## src/logic/rx_paging_pkg.sv

```systemverilog
package rx_paging_pkg;
  localparam int NUM_PORTS = 2;
  localparam int DW = 8;
  localparam int DEV_AW = 7;
  localparam int REG_AW = 8;
  // shared registers
  localparam logic [7:0] OFS_PORT_CTL = 8'h0c;
  localparam logic [7:0] OFS_PAGE_SEL = 8'h4c;
  localparam logic [7:0] OFS_PORT_ADDR0 = 8'h70;
  localparam logic [7:0] OFS_PORT_ADDR1 = 8'h71;
  // port-private registers, one copy per port
  localparam logic [7:0] OFS_PRIV_STS = 8'h4d;
  localparam logic [7:0] OFS_PRIV_CTL0 = 8'h4e;
  localparam logic [7:0] OFS_PRIV_CTL1 = 8'h4f;
  // reset values
  localparam logic [7:0] PORT_CTL_RESET = 8'h03;
  localparam logic [7:0] PAGE_SEL_RESET = 8'h00;
  localparam logic [7:0] PORT_ADDR_RESET = 8'h00;
  localparam logic [7:0] PRIV_CTL_RESET = 8'h00;
  // field positions
  localparam int PAGE_PORT_BIT = 0;
  localparam int ADDR_EN_BIT = 0;
  localparam int ADDR_LSB = 1;
  localparam logic [6:0] MAIN_ADDR_DEFAULT = 7'h30;
endpackage : rx_paging_pkg

```

## src/logic/rx_port_register_paging.sv

```systemverilog
`timescale 1ns/1ps
// Operation
// - two receive ports, single or dual operation
// - port control register holds per-port enables
// - port enables writable only from local controller
// - separate private register copy per port
// - page select chooses private copy target
// - page select shows own port by default
// - programmable 7-bit address reaches port directly
// - port address also reaches shared registers
module rx_port_register_paging
  import rx_paging_pkg::*;
#(
  parameter int PORTS = NUM_PORTS,
  parameter logic [6:0] MAIN_ADDR = MAIN_ADDR_DEFAULT
) (
  input wire logic clk,
  input wire logic rst_n,
  input wire logic ce,
  input wire logic acc_valid,
  input wire logic acc_write,
  input wire logic acc_remote,
  input wire logic [DEV_AW-1:0] acc_dev_addr,
  input wire logic [REG_AW-1:0] acc_reg_addr,
  input wire logic [DW-1:0] acc_wdata,
  input wire logic [PORTS-1:0] port_status_raw,
  output logic rsp_valid,
  output logic rsp_ack,
  output logic [DW-1:0] rsp_data,
  output logic [PORTS-1:0] port_enable,
  output logic [PORTS*DW-1:0] port_ctl0,
  output logic [PORTS*DW-1:0] port_ctl1
);

  if (PORTS != 2) begin : g_check
    $error("page select encodes exactly two ports");
  end

  logic [DW-1:0] port_ctl;
  logic [DW-1:0] page_sel;
  logic [DW-1:0] port_addr [PORTS];
  logic [DW-1:0] priv_ctl0 [PORTS];
  logic [DW-1:0] priv_ctl1 [PORTS];
  logic [PORTS-1:0] sts_meta;
  logic [PORTS-1:0] sts_sync;

  function automatic logic is_private(input logic [REG_AW-1:0] a);
    return (a == OFS_PRIV_STS) || (a == OFS_PRIV_CTL0) || (a == OFS_PRIV_CTL1);
  endfunction : is_private

  // address decode: the main address or an enabled per-port address
  logic main_hit;
  logic [PORTS-1:0] port_hit;
  logic any_port_hit;
  logic hit;
  logic tgt;
  logic take;
  logic wr;

  always_comb begin
    main_hit = (acc_dev_addr == MAIN_ADDR);
    any_port_hit = 1'b0;
    tgt = page_sel[PAGE_PORT_BIT];
    for (int i = 0; i < PORTS; i++) begin
      port_hit[i] = port_addr[i][ADDR_EN_BIT] &&
                    (acc_dev_addr == port_addr[i][DW-1:ADDR_LSB]);
    end
    // scanning downwards lets the lowest matching port win; a port address equal to
    // the main address still routes as that port, so the page is ignored for it
    for (int i = PORTS - 1; i >= 0; i--) begin
      if (port_hit[i]) begin
        any_port_hit = 1'b1;
        tgt = 1'(i);
      end
    end
    hit = main_hit || any_port_hit;
    take = ce && acc_valid && hit;
    wr = take && acc_write;
  end

  // status pins arrive from the receiver analog domain
  always_ff @(posedge clk or negedge rst_n) begin
    if (!rst_n) begin
      sts_meta <= '0;
      sts_sync <= '0;
    end else if (ce) begin
      sts_meta <= port_status_raw;
      sts_sync <= sts_meta;
    end
  end

  // enables come only from the local side; the remote link cannot stop a port
  always_ff @(posedge clk or negedge rst_n) begin
    if (!rst_n) begin
      port_ctl <= PORT_CTL_RESET;
    end else if (wr && !acc_remote && acc_reg_addr == OFS_PORT_CTL) begin
      port_ctl <= acc_wdata;
    end
  end

  always_ff @(posedge clk or negedge rst_n) begin
    if (!rst_n) begin
      page_sel <= PAGE_SEL_RESET;
    end else if (wr && acc_reg_addr == OFS_PAGE_SEL) begin
      page_sel <= acc_wdata;
    end
  end

  for (genvar p = 0; p < PORTS; p++) begin : g_port
    always_ff @(posedge clk or negedge rst_n) begin
      if (!rst_n) begin
        port_addr[p] <= PORT_ADDR_RESET;
      end else if (wr && acc_reg_addr == OFS_PORT_ADDR0 + 8'(p)) begin
        port_addr[p] <= acc_wdata;
      end
    end

    always_ff @(posedge clk or negedge rst_n) begin
      if (!rst_n) begin
        priv_ctl0[p] <= PRIV_CTL_RESET;
        priv_ctl1[p] <= PRIV_CTL_RESET;
      end else if (wr && tgt == 1'(p) && is_private(acc_reg_addr)) begin
        if (acc_reg_addr == OFS_PRIV_CTL0) begin
          priv_ctl0[p] <= acc_wdata;
        end
        if (acc_reg_addr == OFS_PRIV_CTL1) begin
          priv_ctl1[p] <= acc_wdata;
        end
      end
    end

    assign port_ctl0[p*DW +: DW] = priv_ctl0[p];
    assign port_ctl1[p*DW +: DW] = priv_ctl1[p];
  end

  assign port_enable = port_ctl[PORTS-1:0];

  logic [DW-1:0] next_rdata;
  always_comb begin
    next_rdata = '0;
    case (acc_reg_addr)
      OFS_PORT_CTL: next_rdata = port_ctl;
      // through a port address the page reads back as that port
      OFS_PAGE_SEL: next_rdata = any_port_hit ? {page_sel[DW-1:1], tgt} : page_sel;
      OFS_PORT_ADDR0: next_rdata = port_addr[0];
      OFS_PORT_ADDR1: next_rdata = port_addr[1];
      OFS_PRIV_STS: next_rdata = {{(DW-1){1'b0}}, sts_sync[tgt]};
      OFS_PRIV_CTL0: next_rdata = priv_ctl0[tgt];
      OFS_PRIV_CTL1: next_rdata = priv_ctl1[tgt];
      default: next_rdata = '0;
    endcase
  end

  // answer one cycle after every access seen, ack only when addressed
  always_ff @(posedge clk or negedge rst_n) begin
    if (!rst_n) begin
      rsp_valid <= 1'b0;
      rsp_ack <= 1'b0;
      rsp_data <= '0;
    end else if (ce) begin
      rsp_valid <= acc_valid;
      rsp_ack <= acc_valid && hit;
      rsp_data <= (acc_valid && hit && !acc_write) ? next_rdata : '0;
    end
  end
endmodule : rx_port_register_paging

```

## config.mk

```make
export PLATFORM = sky130hd
export DESIGN_NAME = rx_port_register_paging
export DESIGN_NICKNAME = d
export VERILOG_FILES = /design/src/logic/rx_paging_pkg.sv /design/src/logic/rx_port_register_paging.sv
export SDC_FILE = /design/constraint.sdc
export NUM_CORES = 1
export LEC_CHECK = 0
export BUFFER_PORTS_ARGS = -buffer_cell sky130_fd_sc_hd__buf_2
export CAP_MARGIN = 20
export CELL_PAD_IN_SITES_DETAIL_PLACEMENT = 1
export CELL_PAD_IN_SITES_GLOBAL_PLACEMENT = 1
export CORE_MARGIN = 4
export CORE_UTILIZATION = 45
export DETAILED_ROUTE_END_ITERATION = 16
export HOLD_SLACK_MARGIN = 0.03
export PLACE_DENSITY_LB_ADDON = 0.08
export SLEW_MARGIN = 25
export SYNTH_ARGS = -nofsm -noshare
export SYNTH_HDL_FRONTEND = slang
export SYNTH_SLANG_ARGS = --single-unit
```

## constraint.sdc

```tcl
create_clock -name clk -period 4.6 [get_ports clk]
set_input_delay 0.69 -clock clk [delete_from_list [all_inputs] [get_ports clk]]
set_output_delay 0.69 -clock clk [all_outputs]
set_load 0.1 [all_outputs]
```

==> impl_metrics.py <==
metrics = {
    "flow_run": {
        "maxCapViolations": 0,
    },
    "sta": {
        "finClkSkew_ps": 8.27,
        "fin_tns_setup_ps": 0,
        "rsz0062_at_grt": "false",
        "finalHoldViolCount": 0,
        "fin_crit_sh": 0.532,
        "drv_slew": 0,
        "fmax_ghz": 0.409,
        "slew_headroom": 0.487,
        "worst_slew_pin_slew_ps": 770,
        "min_period_ps": 2450,
        "setup_viol": 0,
    },
    "finish": {
        "final_cell_mix": "mux2_2 (80), dfrtp_1 (76), buf_2 (73)",
        "layout-drive-gt1-share": 0.477,
        "fin_area_um2": 4570,
        "final_cells": 497,
        "area_growth_pct": 15.5,
        "n_antenna_cell": 0,
        "layout_commonest_cell": "mux2_2",
        "finalNetCount": 420,
    },
    "synthesis": {
        "postSynthCellCount": 317,
        "async_flop_share": 1.00,
        "syn-cell-area_um2": 3960,
        "yosys_warnings": 0,
        "yosys_register_bits": 78,
        "syn_nets": 348,
        "avgSynthCellArea_um2": 12.5,
        "synth_ff_type": "dfrtp_1",
        "synth_edf_count": 0,
        "yosysUniqueCellTypes": 52,
        "ys_seq_area_frac": 0.494,
    },
    "power": {
        "leakagePower_nw": 2.26,
        "p_per_area_nw_per_um2": 280,
        "comb_power_share": 0.070,
        "intPower_w": 0.000960,
        "ir_drop_uv": 163,
        "power_frac_seq": 0.541,
        "p_sw_frac": 0.250,
        "power_switching_w": 0.000320,
        "clock_power_share": 0.389,
    },
    "worst_setup_path": {
        "critical_path_required_ps": 4830,
        "arrival_ps": 2680,
        "crit_chain": "buf_2 -> xnor2_1 -> nand4_1 -> or2_0 -> a21boi_4 -> nand3_2 -> mux2_2",
        "cp_max_fo": 10,
        "slowest_delay_ps": 510,
        "timing.critical_path.slowest_stage_cell": "or2_0",
        "startpoint_type": "primary input",
        "cp-end-kind": "register",
        "criticalPathCategory": "in2reg",
    },
    "drt": {
        "drt-total-wl_um": 10900,
        "first_iter_violations": 92,
        "via_per_inst": 5.84,
        "drcViolationCount": 0,
        "via_count": 2904,
        "ant_nets": 0,
        "wl_per_cell_um": 21.9,
        "dr.pass1.iters": 4,
    },
    "place": {
        "dp.final_hpwl_um": 7740,
        "dp.cells": 483,
        "place_area_um2": 4390,
        "io_buffers": 74,
        "routabilityCongestion": 0.873,
    },
    "global_routing": {
        "grt_first_pass_wirelength_um": 17000,
        "grt_overflow_total": 0,
        "grt_pass1_vias": 3183,
        "grt_max_degree": 79,
        "antenna_found_initial": 0,
        "grt_usage": 0.219,
    },
    "cts": {
        "clk_pin_slew_ps": 80,
        "tritoncts": "done",
        "cts_sinks": 78,
        "cts_hold_buf": 0,
        "cts_max_level": 3,
        "clock_latency_ps": 350,
        "post_cts_buffers": 0,
        "cts_buffers": 9,
        "clockRootBuffer": "clkbuf_8",
        "cts_resized": 0,
        "clockBufferDepth": 2,
    },
    "status": {
        "outcome": "finished clean",
    },
    "floorplan": {
        "start_util": 0.472,
        "ios": 75,
        "design.die.area_um2": 10400,
        "die_h_um": 102,
        "row_count": 33,
        "coreArea_um2": 8380,
        "fp.dieW_um": 102,
    },
    "hold_path": {
        "holdCritPathClass": "in2async",
    },
}
registers in the layout, summed over array words and instances (netlist names):
name       flops
sts_sync       2
rsp_ack        1
sts_meta       2
port_addr     16
port_ctl0     16
port_ctl1     16
port_ctl       8
page_sel       8
rsp_data       8
rsp_valid      1
through the flow:
stage                     worst slack [ps]  power (W)   util  hold slack (ps)
after floorplan                       2390   0.000749      -              394
after global placement                1830   0.000796  0.524              468
after CTS                             2170    0.00129  0.545              501
after global routing                  2000    0.00133  0.546              412
final                                 2150    0.00128  0.546              340
after detailed placement              1800   0.000797  0.524              482
synthesized netlist by cell type, types with 3 or more instances:
cell / instances / area [um^2]
buf_2: 3 / 15.0
mux2_2: 80 / 901
clkbuf_1: 7 / 26.3
dfrtp_1: 76 / 1900
nand4_1: 5 / 31.3
nor3_1: 4 / 20.0
nand3_1: 8 / 40.0
and3_1: 3 / 18.8
a221oi_1: 8 / 70.1
xnor2_1: 14 / 123
a21oi_1: 5 / 25.0
nand3_2: 7 / 70.1
a31oi_1: 4 / 25.0
nor2_1: 12 / 45.0
o22ai_1: 5 / 31.3
a211oi_1: 4 / 30.0
o21ai_0: 7 / 35.0
mux2i_1: 6 / 60.1
nand2_1: 11 / 41.3
inv_1: 9 / 33.8
worst max-delay path, delay by kind of cell:
kind | cells | cell delay, ps
simple gates | 3 | 940
buf+inv | 1 | 120
compound gates | 1 | 370
xor+xnor | 1 | 160
mux | 1 | 390
power groups by stage:
| stage | clock network, W | registers [W] | logic [W] |
|---|---|---|---|
| finish | 0.000498 | 0.000692 | 0.0000897 |
| global route | 0.000537 | 0.000693 | 0.0000995 |
| CTS | 0.000508 | 0.000692 | 0.0000913 |
| detailed placement | 0 | 0.000706 | 0.0000909 |
| global placement | 0 | 0.000706 | 0.0000897 |
| floorplan | 0 | 0.000712 | 0.0000369 |
cell families (layout without fill, tap and decap cells):
| kind of cell | after synthesis | after routing | share of synthesized area |
|---|---|---|---|
| mux | 87 | 87 | 0.245 |
| flops | 78 | 78 | 0.494 |
| simple gates | 65 | 65 | 0.104 |
| compound gates | 50 | 50 | 0.0979 |
| buf+inv | 23 | 98 | 0.0284 |
| xor+xnor | 14 | 14 | 0.0310 |
metal layers:
metal | global-route usage | vias up | part of all wire
met5 | 0 | - | 0
met4 | 0.0505 | 0 | 0.0089
met3 | 0.0485 | 9 | 0.045
met2 | 0.369 | 74 | 0.51
met1 | 0.290 | 1494 | 0.44
li1 | - | 1327 | -
path summary, 6_finish.rpt:
kind	depth (start not counted)	slack [ps]	end	from
setup / recovery	7	2150	port_addr[4]$_DFFE_PN0P_	acc_dev_addr[3]
hold / removal	1	340	port_ctl[6]$_DFFE_PN0P_	rst_n
setup reg to reg	6	2190	port_addr[4]$_DFFE_PN0P_	port_addr[9]$_DFFE_PN0P_
hold reg to reg	2	490	sts_sync[1]$_DFFE_PN0P_	sts_meta[1]$_DFFE_PN0P_
max in group asynchronous	1	3710	port_addr[3]$_DFFE_PN0P_	rst_n
min in group clk	2	490	sts_sync[1]$_DFFE_PN0P_	sts_meta[1]$_DFFE_PN0P_
area by class of cell:
class | count | area, um^2
Tap cell | 105 | 131
Multi-Input combinational cell | 216 | 1890
Sequential cell | 78 | 1950
Clock buffer | 9 | 124
Clock inverter | 5 | 52.6
Fill cell | 911 | 3810
Timing Repair Buffer | 75 | 384
Inverter | 9 | 33.8
(Power assumes the default switching activity.)
